**config.mk**
```make
export PLATFORM = sky130hd
export DESIGN_NAME = fsgw_top
export DESIGN_NICKNAME = d
export VERILOG_FILES = /design/src/verilog/fsgw_pkg.sv /design/src/verilog/fsgw_mem.sv /design/src/verilog/fsgw_top.sv
export VERILOG_INCLUDE_DIRS = /design/src /design/src/verilog
export SDC_FILE = /design/constraint.sdc
export NUM_CORES = 2
export LEC_CHECK = 0
export ABC_CLOCK_PERIOD_IN_PS = 8450
export BUFFER_PORTS_ARGS = -buffer_cell sky130_fd_sc_hd__buf_2
export CAP_MARGIN = 10
export CORE_ASPECT_RATIO = 1.25
export CORE_MARGIN = 2
export CORE_UTILIZATION = 25
export DETAILED_ROUTE_END_ITERATION = 8
export SYNTH_ARGS = -nofsm -noshare
export SYNTH_HDL_FRONTEND = slang
export SYNTH_SLANG_ARGS = --single-unit
```
**constraint.sdc**
```tcl
create_clock -name clk_sys -period 8.45 [get_ports clk_sys]
set_input_delay 0.845 -clock clk_sys [delete_from_list [all_inputs] [get_ports clk_sys]]
set_output_delay 0.845 -clock clk_sys [all_outputs]
set_load 0.03 [all_outputs]
```
**src/verilog/fsgw_cfg.svh**
```systemverilog
`ifndef FSGW_CFG_SVH
`define FSGW_CFG_SVH
`define FSGW_A_CTRL   6'h00
`define FSGW_A_STAT   6'h04
`define FSGW_A_IRQS   6'h08
`define FSGW_A_IRQM   6'h0c
`define FSGW_A_NODE   6'h10
`define FSGW_A_POUT   6'h14
`define FSGW_A_PIN    6'h18
`define FSGW_A_MBX    6'h1c
`define FSGW_I_CHG    0
`define FSGW_I_REF    1
`define FSGW_I_MIS    2
`define FSGW_I_LAY    3
`define FSGW_I_BAK    4
`define FSGW_I_RST    5
`define FSGW_NIRQ     6
`define FSGW_MAX_SLC  7'h40
`define FSGW_MAX_PTS  13'h0200
`define FSGW_D_IN     6:0
`define FSGW_D_OUT    13:7
`define FSGW_D_EXT    15
`define FSGW_CLK_NS   4
`define FSGW_BLINK_MS 200
`define FSGW_REFR_NS  1000
`define FSGW_LED_LAST 3'h5
`endif

```
**src/verilog/fsgw_pkg.sv**
```systemverilog
package fsgw_pkg;
  typedef enum logic [1:0] {
    init_state, mailbox_only_state, inputs_only_state, op_state
  } fsgw_st_t;
  typedef enum logic [2:0] {
    sc_idle, sc_scan, sc_reg, sc_back, sc_rest
  } fsgw_sc_t;
endpackage : fsgw_pkg

```
**src/verilog/fsgw_mem.sv**
```systemverilog
`timescale 1ns/1ps
`default_nettype none
module fsgw_mem #(
  parameter int W  = 16,
  parameter int AW = 7
) (
  input  wire logic          clk_sys, // System clock
  input  wire logic          we,      // Write strobe
  input  wire logic [AW-1:0] addr,    // Shared word address
  input  wire logic [W-1:0]  wdata,   // Write data
  output var  logic [W-1:0]  rdata    // Registered read data
);
  logic [W-1:0] mem_r [2**AW];
  logic [W-1:0] rdata_r;

  always_ff @(posedge clk_sys) begin
    if (we) begin
      mem_r[addr] <= wdata;
    end
    rdata_r <= mem_r[addr];
  end

  assign rdata = rdata_r;
endmodule : fsgw_mem
`default_nettype wire

```
**src/verilog/fsgw_top.sv**
```systemverilog
// The placing of the registers and the Avalon-MM register port were chosen for this implementation.
`timescale 1ns/1ps
`default_nettype none
`include "fsgw_cfg.svh"
// Function
// - State changes only when the master writes a state command.
// - Init refuses mailbox traffic and blocks both process-data ways.
// - Mailbox-only state serves mailbox, still blocks process data.
// - Inputs-only state sends inputs, never applies master outputs.
// - Op state serves mailbox, inputs and drives outputs to slices.
// - Lamp off in Init, blinks, single flash, steady on in Op.
// - Up to 64 slices, at most 512 input and 512 output points.
// - Slice configuration is scanned automatically after power-on.
// - Registration switch stores module order and I/O size table.
// - Power-on scan compares against table while the registration switch is on, mismatch raises flag.
// - A slice with extended data layout gives a startup error.
// - Fieldbus and slice refresh run on independent cycles.
// - Backup copies slice parameters; restore writes them back while the registration switch is on.
// - Node address comes from the rotary switches.
// - Outputs flow master to slave, present inputs slave to master.
module fsgw_top import fsgw_pkg::*; #(
  parameter int BLINK_CYC = `FSGW_BLINK_MS * 1000000 / `FSGW_CLK_NS,
  parameter int REFR_CYC  = `FSGW_REFR_NS / `FSGW_CLK_NS
) (
  input  wire logic        clk_sys,         // 250 MHz clock
  input  wire logic        nrst,            // Sync reset, active low
  input  wire logic [5:0]  avs_address,     // Byte address
  input  wire logic        avs_read,        // Read request
  input  wire logic        avs_write,       // Write request
  input  wire logic [31:0] avs_writedata,   // Write data
  output var  logic [31:0] avs_readdata,    // Read data
  output var  logic        avs_waitrequest, // Stall
  output var  logic        irq,             // Level interrupt
  input  wire logic [7:0]  node_sw,         // Rotary switches
  input  wire logic        sw_reg,          // Table switch
  input  wire logic        sw_back,         // Backup switch
  input  wire logic        sw_rest,         // Restore switch
  input  wire logic [6:0]  slice_cnt,       // Attached slices
  input  wire logic [15:0] slice_desc,      // Selected slice layout
  input  wire logic [15:0] slice_prm,       // Selected slice params
  input  wire logic [31:0] slice_in,        // Slice input points
  output var  logic [5:0]  slice_sel,       // Slice index
  output var  logic        slice_wr,        // Param write strobe
  output var  logic [15:0] slice_wdat,      // Param write data
  output var  logic [31:0] slice_out,       // Slice output points
  output var  logic        led_run          // Operation lamp
);

  localparam int SW = 82;
  localparam logic [31:0] TICK_LAST = 32'(BLINK_CYC - 1);
  localparam logic [15:0] RF_LAST   = 16'(REFR_CYC - 1);

  function automatic logic legal(fsgw_st_t c, fsgw_st_t n, logic ok);
    logic r;
    r = 1'b0;
    case (n)
      init_state:         r = 1'b1;
      mailbox_only_state: r = 1'b1;
      inputs_only_state:  r = (c != init_state) & ok;
      op_state:           r = ((c == inputs_only_state) | (c == op_state))
                              & ok;
      default:            r = 1'b0;
    endcase
    return r;
  endfunction : legal

  // Pins cross two flops before any logic sees them
  logic [SW-1:0] s1_r;
  logic [SW-1:0] s2_r;
  always_ff @(posedge clk_sys) begin
    s1_r <= {sw_reg, sw_back, sw_rest, node_sw, slice_cnt, slice_desc,
             slice_prm, slice_in};
    s2_r <= s1_r;
  end
  wire        q_reg  = s2_r[81];
  wire        q_back = s2_r[80];
  wire        q_rest = s2_r[79];
  wire [7:0]  q_node = s2_r[78:71];
  wire [6:0]  q_cnt  = s2_r[70:64];
  wire [15:0] q_desc = s2_r[63:48];
  wire [15:0] q_prm  = s2_r[47:32];
  wire [31:0] q_in   = s2_r[31:0];

  fsgw_st_t       st_r;
  fsgw_sc_t       sc_r;
  logic [1:0]     st_q;
  logic           wreq_r;
  logic [31:0]    rdata_r;
  logic [`FSGW_NIRQ-1:0] irqs_r;
  logic [`FSGW_NIRQ-1:0] irqm_r;
  logic           irq_r;
  logic [31:0]    pout_r;
  logic [31:0]    pin_r;
  logic [31:0]    mbx_r;
  logic [31:0]    sout_r;
  logic [15:0]    rf_r;
  logic [31:0]    tick_r;
  logic [2:0]     ph_r;
  logic           led_r;
  logic [2:0]     swd_r;
  logic [6:0]     idx_r;
  logic [1:0]     step_r;
  logic [12:0]    isum_r;
  logic [12:0]    osum_r;
  logic           mis_r;
  logic           lay_r;
  logic           done_r;
  logic           ref_r;
  logic           swr_r;
  logic [15:0]    swd_dat_r;
  logic [15:0]    mem_rd;

  assign st_q = st_r;

  // Avalon slave: one wait cycle, data registered with the drop
  wire acc   = avs_read | avs_write;
  wire take  = !wreq_r & acc;
  wire wr_t  = take & avs_write;
  wire a_ctl = avs_address == `FSGW_A_CTRL;
  wire a_sta = avs_address == `FSGW_A_STAT;
  wire a_irs = avs_address == `FSGW_A_IRQS;
  wire a_irm = avs_address == `FSGW_A_IRQM;
  wire a_nod = avs_address == `FSGW_A_NODE;
  wire a_pou = avs_address == `FSGW_A_POUT;
  wire a_pin = avs_address == `FSGW_A_PIN;
  wire a_mbx = avs_address == `FSGW_A_MBX;

  wire mbx_ok = st_r != init_state;
  wire tx_ok  = (st_r == inputs_only_state) | (st_r == op_state);
  wire rx_ok  = st_r == op_state;
  wire cfg_ok = done_r & !mis_r & !lay_r;

  fsgw_st_t st_req;
  assign st_req = fsgw_st_t'(avs_writedata[1:0]);
  wire cmd_wr = wr_t & a_ctl;
  wire st_acc = legal(st_r, st_req, cfg_ok);
  wire st_chg = cmd_wr & st_acc & (st_req != st_r);
  wire st_ref = cmd_wr & !st_acc;
  wire mbx_rf = wr_t & a_mbx & !mbx_ok;

  wire [31:0] stat_w = {17'h0, q_cnt, ref_r, q_reg, sc_r != sc_idle,
                        lay_r, mis_r, cfg_ok, st_q};
  wire [31:0] rd_mux =
      a_ctl ? {30'h0, st_q} :
      a_sta ? stat_w :
      a_irs ? {26'h0, irqs_r} :
      a_irm ? {26'h0, irqm_r} :
      a_nod ? {24'h0, q_node} :
      a_pou ? pout_r :
      a_pin ? (tx_ok ? pin_r : 32'h0) :
      a_mbx ? (mbx_ok ? mbx_r : 32'h0) : 32'h0;

  always_ff @(posedge clk_sys) begin
    if (!nrst) begin
      wreq_r  <= 1'b1;
      rdata_r <= 32'h0;
    end else begin
      wreq_r <= !(wreq_r & acc);
      if (wreq_r & acc) begin
        rdata_r <= rd_mux;
      end
    end
  end

  always_ff @(posedge clk_sys) begin
    if (!nrst) begin
      st_r  <= init_state;
      ref_r <= 1'b0;
    end else if (cmd_wr) begin
      st_r  <= st_acc ? st_req : st_r;
      ref_r <= !st_acc;
    end
  end

  always_ff @(posedge clk_sys) begin
    if (!nrst) begin
      pout_r <= 32'h0;
      mbx_r  <= 32'h0;
      irqm_r <= '0;
    end else begin
      if (wr_t & a_pou & rx_ok) begin
        pout_r <= avs_writedata;
      end
      if (wr_t & a_mbx & mbx_ok) begin
        mbx_r <= avs_writedata;
      end
      if (wr_t & a_irm) begin
        irqm_r <= avs_writedata[`FSGW_NIRQ-1:0];
      end
    end
  end

  // Slice refresh free-runs, so bus data see a varying extra delay
  wire rf = rf_r == RF_LAST;
  always_ff @(posedge clk_sys) begin
    if (!nrst) begin
      rf_r   <= 16'h0;
      pin_r  <= 32'h0;
      sout_r <= 32'h0;
    end else begin
      rf_r <= rf ? 16'h0 : rf_r + 16'h1;
      if (rf) begin
        pin_r <= q_in;
      end
      if (!rx_ok) begin
        sout_r <= 32'h0;
      end else if (rf) begin
        sout_r <= pout_r;
      end
    end
  end

  wire ph_end = ph_r == `FSGW_LED_LAST;
  wire tick   = tick_r == TICK_LAST;
  logic led_nxt;
  assign led_nxt = (st_r == op_state) |
                   ((st_r == mailbox_only_state) & !ph_r[0]) |
                   ((st_r == inputs_only_state) & (ph_r == 3'h0));
  always_ff @(posedge clk_sys) begin
    if (!nrst) begin
      tick_r <= 32'h0;
      ph_r   <= 3'h0;
      led_r  <= 1'b0;
    end else begin
      tick_r <= tick ? 32'h0 : tick_r + 32'h1;
      if (tick) begin
        ph_r <= ph_end ? 3'h0 : ph_r + 3'h1;
      end
      led_r <= led_nxt;
    end
  end

  // Slice sequencer: each index takes four cycles so the synchronised
  // descriptor and the memory read settle before use
  wire [6:0] cnt_c = (q_cnt > `FSGW_MAX_SLC) ? `FSGW_MAX_SLC : q_cnt;
  wire       busy  = sc_r != sc_idle;
  wire       s_end = busy & (step_r == 2'h3);
  wire       fin   = (cnt_c == 7'h0) | (idx_r == cnt_c - 7'h1);
  wire       act   = s_end & (cnt_c != 7'h0);
  wire       chk   = act & (sc_r == sc_scan);
  wire       prm_a = (sc_r == sc_back) | (sc_r == sc_rest);
  wire       m_we  = act & ((sc_r == sc_reg) | (sc_r == sc_back));
  wire [6:0] m_adr = {prm_a, idx_r[5:0]};
  wire [15:0] m_wd = (sc_r == sc_reg) ? q_desc : q_prm;
  wire [2:0] sw_rise = {q_reg, q_back, q_rest} & ~swd_r;
  wire [12:0] isum_n = isum_r + {6'h0, q_desc[`FSGW_D_IN]};
  wire [12:0] osum_n = osum_r + {6'h0, q_desc[`FSGW_D_OUT]};
  wire bad_sz = (isum_n > `FSGW_MAX_PTS) | (osum_n > `FSGW_MAX_PTS) |
                (q_cnt > `FSGW_MAX_SLC);
  wire bad_ly = chk & (q_desc[`FSGW_D_EXT] | bad_sz);
  wire bad_tb = chk & q_reg & (mem_rd != q_desc);

  fsgw_mem #(.W(16), .AW(7)) u_mem (
    .clk_sys (clk_sys),
    .we      (m_we),
    .addr    (m_adr),
    .wdata   (m_wd),
    .rdata   (mem_rd)
  );

  always_ff @(posedge clk_sys) begin
    if (!nrst) begin
      sc_r   <= sc_scan;
      idx_r  <= 7'h0;
      step_r <= 2'h0;
      swd_r  <= 3'h7;
      isum_r <= 13'h0;
      osum_r <= 13'h0;
      mis_r  <= 1'b0;
      lay_r  <= 1'b0;
      done_r <= 1'b0;
    end else begin
      swd_r  <= {q_reg, q_back, q_rest};
      step_r <= busy ? step_r + 2'h1 : 2'h0;
      if (chk) begin
        isum_r <= isum_n;
        osum_r <= osum_n;
      end
      if (bad_tb) begin
        mis_r <= 1'b1;
      end
      if (bad_ly) begin
        lay_r <= 1'b1;
      end
      case (sc_r)
        sc_idle: begin
          idx_r <= 7'h0;
          if (sw_rise[2]) begin
            sc_r <= sc_reg;
          end else if (sw_rise[1]) begin
            sc_r <= sc_back;
          end else if (sw_rise[0] & q_reg) begin
            sc_r <= sc_rest;
          end
        end
        sc_scan, sc_reg, sc_back, sc_rest: begin
          if (s_end) begin
            idx_r <= idx_r + 7'h1;
            if (fin) begin
              sc_r <= sc_idle;
              if (sc_r == sc_scan) begin
                done_r <= 1'b1;
                lay_r  <= lay_r | bad_ly | (q_cnt > `FSGW_MAX_SLC);
              end
            end
          end
        end
        default: sc_r <= sc_idle;
      endcase
    end
  end

  // Strobe sits in step 2, while slice_sel still names the slot whose
  // saved word is on mem_rd; a later strobe would hit the next slice
  wire rest_w = busy & (sc_r == sc_rest) & (step_r == 2'h1) &
                (cnt_c != 7'h0);
  always_ff @(posedge clk_sys) begin
    if (!nrst) begin
      swr_r     <= 1'b0;
      swd_dat_r <= 16'h0;
    end else begin
      swr_r <= rest_w;
      if (rest_w) begin
        swd_dat_r <= mem_rd;
      end
    end
  end

  wire [`FSGW_NIRQ-1:0] ev;
  assign ev[`FSGW_I_CHG] = st_chg;
  assign ev[`FSGW_I_REF] = st_ref | mbx_rf;
  assign ev[`FSGW_I_MIS] = bad_tb;
  assign ev[`FSGW_I_LAY] = bad_ly;
  assign ev[`FSGW_I_BAK] = s_end & fin & (sc_r == sc_back);
  assign ev[`FSGW_I_RST] = s_end & fin & (sc_r == sc_rest);
  wire [`FSGW_NIRQ-1:0] clr = (wr_t & a_irs) ?
                              avs_writedata[`FSGW_NIRQ-1:0] : '0;

  // Set wins over a write-one clear in the same cycle
  always_ff @(posedge clk_sys) begin
    if (!nrst) begin
      irqs_r <= '0;
      irq_r  <= 1'b0;
    end else begin
      irqs_r <= (irqs_r & ~clr) | ev;
      irq_r  <= |(irqs_r & irqm_r);
    end
  end

  assign avs_waitrequest = wreq_r;
  assign avs_readdata    = rdata_r;
  assign irq             = irq_r;
  assign slice_sel       = idx_r[5:0];
  assign slice_wr        = swr_r;
  assign slice_wdat      = swd_dat_r;
  assign slice_out       = sout_r;
  assign led_run         = led_r;
endmodule : fsgw_top
`default_nettype wire

```
==> metrics <==
outcome finished clean; cts-stage hold buffer count 5; largest incremental delay on the critical path 1.09 ns; Fin Hold WS 0.0535 ns; total power divided by cell area 233 nW/um^2; crit path capture type register; Total Routed Length 282000 um; number of endpoints with negative hold slack in the final report 0; Iteration-0 DRC Markers 7364; largest fanout on the critical path 40; GRT Resource Usage Total 14.5%; worst setup path category reg2reg; die span in x 545 um; post-synthesis register bit count 2518; first-pass GRT wire length 399000 um; utilization after layout 29.3%; static power due to leakage 32.9 nW; final-report setup violation count 0; DRC violations left 0; number of input and output port buffers inserted 213; distinct cell type count of the synthesized netlist 79; part of the Yosys area used for sequential elements 77.6%; initial cell density of the core 25.1%; setup ws final 3.80 ns; count of instances resized after the clock tree is built 0; hold wc startpoint slice_in[23]; fraction of registers with async set or reset after synthesis 0%; CTS tree built; Reg2Reg Launch Point idx_r[0]; data arrival at the endpoint of the critical path 5.51 ns; initial antenna violation count 28; Longest Clk Path Bufs 4; post-route clock period utilization 55.1%; clock transition time at the flip-flop clock pins of the worst setup and hold paths 0.07 ns; post-synthesis to final-layout area growth 16.7%; max_slew headroom 8.74%; routed wirelength normalized by instance count 25.2 um; path depth of the worst reg2reg path 8; Worst Setup Slack post-DPL 3.97 ns; dominant cells by area after synthesis edfxtp_1, dfxtp_1, a22oi_1, a22o_1, a221oi_1; number of H-tree branching levels 4; hold path endpoint s1_r[23]; most frequent cell after synthesis edfxtp_1; number of fill cells in the layout 36000; number of clock sinks seen by CTS 2518; vias post-DR 56300; Detailed Routing Iterations Pass 1 7; highest clock rate 215 MHz; I/O pin total 214; library cell used as clock root buffer clkbuf_16; Mapped Avg Cell Area 15.7 um^2; Most used DFF post-synth edfxtp_1; Detail Placement HPWL 168000 um; area share of the largest cell type after synthesis 67.3%; clock latency on the worst-skew pair 0.92 ns; post-CTS setup buffers 0; setup TNS after final layout 0 ns; cells traversed along the worst timing path and3b_4 > buf_4 > buf_4 > a22oi_1 > nand4_1 > o21ai_0 > a2111oi_1 > or3_1; total chip power 24.8 mW; RSZ-0062 raised after global routing false; Antenna Violating Nets Remaining 0; Gate Count Post-Synth 5820; Num CTS Buffers 233; Nets 6254; total of max-cap violations 0; number of global-route vias before repair 54700; most frequent CP cell buf_4; maximum number of pins on one net before global-route repair 116; Overflow after GRT 0; startpoint type of the worst setup path register; slew at the pin closest to its max-slew limit 1.36 ns; Core Region 364000 um^2; biggest area consumer among synthesized cells edfxtp_1; max-slew violation total from the final report 0; Die Ht 680 um; Register-to-Register Setup Slack 3.80 ns; Hold Path Depth 1; Ys Warns 0; Peak VDD IR 0.198 mV; nets in the synthesized netlist 5967; reg2reg end u_mem.rdata[5]; clock skew 0.0765 ns; Synth Cell Area 91400 um^2; min Tclk post-route 4.65 ns; layout cell share with drive strength beyond 1 13.8%; number of flops mapped to enable cells by yosys 2048; Hold Crit Class in2reg; top cells by instance count after synthesis edfxtp_1, a22oi_1, dfxtp_1; floorplan row count 248; Worst EP required 9.30 ns; final weighted congestion in routability-driven placement 0.888; routed vias/inst 5.03; overall die area 370000 um^2; Worst path slowest cell a2111oi_1
## per-layer routing
metal,wire [um],track usage (%)
met3,26300,2.74
met5,124,0
met2,134000,24.1
met4,15300,7.36
met1,106000,18.0
## state kept, by name, indices dropped and copies added, names as in the netlist, 16 cells and up
| name | cells |
|---|---|
| rf_r | 16 |
| pin_r | 32 |
| mbx_r | 32 |
| s1_r | 82 |
| tick_r | 32 |
| slice_out | 32 |
| u_mem.mem_r | 2048 |
| u_mem.rdata | 16 |
| slice_wdat | 16 |
| s2_r | 82 |
| avs_readdata | 32 |
| pout_r | 32 |
## per-stage QoR
stage	cell area [um^2]	instances
final	107000	11200
after global routing	107000	11200
after CTS	107000	11200
after detailed placement	98900	10700
after global placement	98800	10700
after floorplan	91400	5820
## critical path, delay by kind of cell, from the launching register on
family	cells	cell delay (ns)
DFF	1	0.78
and+or+nand+nor	3	1.36
AOI/OAI and AO/OA	3	1.40
buffers and inverters	2	0.99
## how the worst max path moves through the flow
| stage | from | to | slack, ns | cells after the start |
|---|---|---|---|---|
| after detailed placement | idx_r[0] | u_mem.rdata[5] | 3.97 | 8 |
| after global routing | idx_r[0] | u_mem.rdata[5] | 3.90 | 8 |
| after floorplan | idx_r[0] | u_mem.mem_r[101][0] | 5.22 | 10 |
| final | idx_r[0] | u_mem.rdata[5] | 3.80 | 8 |
| after global placement | idx_r[0] | u_mem.rdata[5] | 3.65 | 8 |
| after CTS | idx_r[0] | u_mem.rdata[5] | 3.93 | 8 |
## cell type report
cell class | instances | area, um^2 | area share, %
well taps | 4875 | 6100 | 5.72
clock inverters | 133 | 1340 | 1.26
diodes | 25 | 62.6 | 0.0587
clock buffers | 288 | 6220 | 5.84
inverters | 22 | 87.6 | 0.0822
repair buffers | 443 | 2950 | 2.76
multi-input cells | 2889 | 18900 | 17.7
flip-flops and latches | 2518 | 70900 | 66.6
## where the power goes
group | leakage, nW | switching [mW] | internal (mW) | total [mW]
registers | 22.3 | 0.0610 | 13.5 | 13.5
clock network | 3.73 | 4.58 | 5.93 | 10.5
logic | 6.95 | 0.592 | 0.199 | 0.792
## layout by cell type (no fill, tap or decap), drive strengths merged, types with 23 or more instances in the layout
cell,netlist,final
nor4,35,35
a22oi,620,620
dfxtp,470,470
mux2,37,37
a221oi,190,190
inv,22,35
a21oi,257,257
nor2,312,312
o21ai,66,66
xor2,59,59
bufinv,0,23
clkbuf,218,288
a22o,192,192
diode,0,25
a31oi,142,142
nand3,51,51
xnor2,27,27
nand4,108,108
nand2,430,430
clkinv,0,88
nor3,36,36
a222oi,32,32
edfxtp,2048,2048
buf,173,438
## cell families (layout without fill, tap and decap cells)
family	after synthesis	after routing	synth area share, %
xor gates and xnor gates	86	86	0.825
adders and majority gates	23	23	0.331
DFF	2518	2518	77.6
muxes	68	68	0.919
other	0	25	0
and+or+nand+nor	1113	1113	5.65
AOI/OAI and AO/OA	1599	1599	12.8
buffers and inverters	413	886	1.88
No activity file was read; power rests on OpenSTA's default activity.
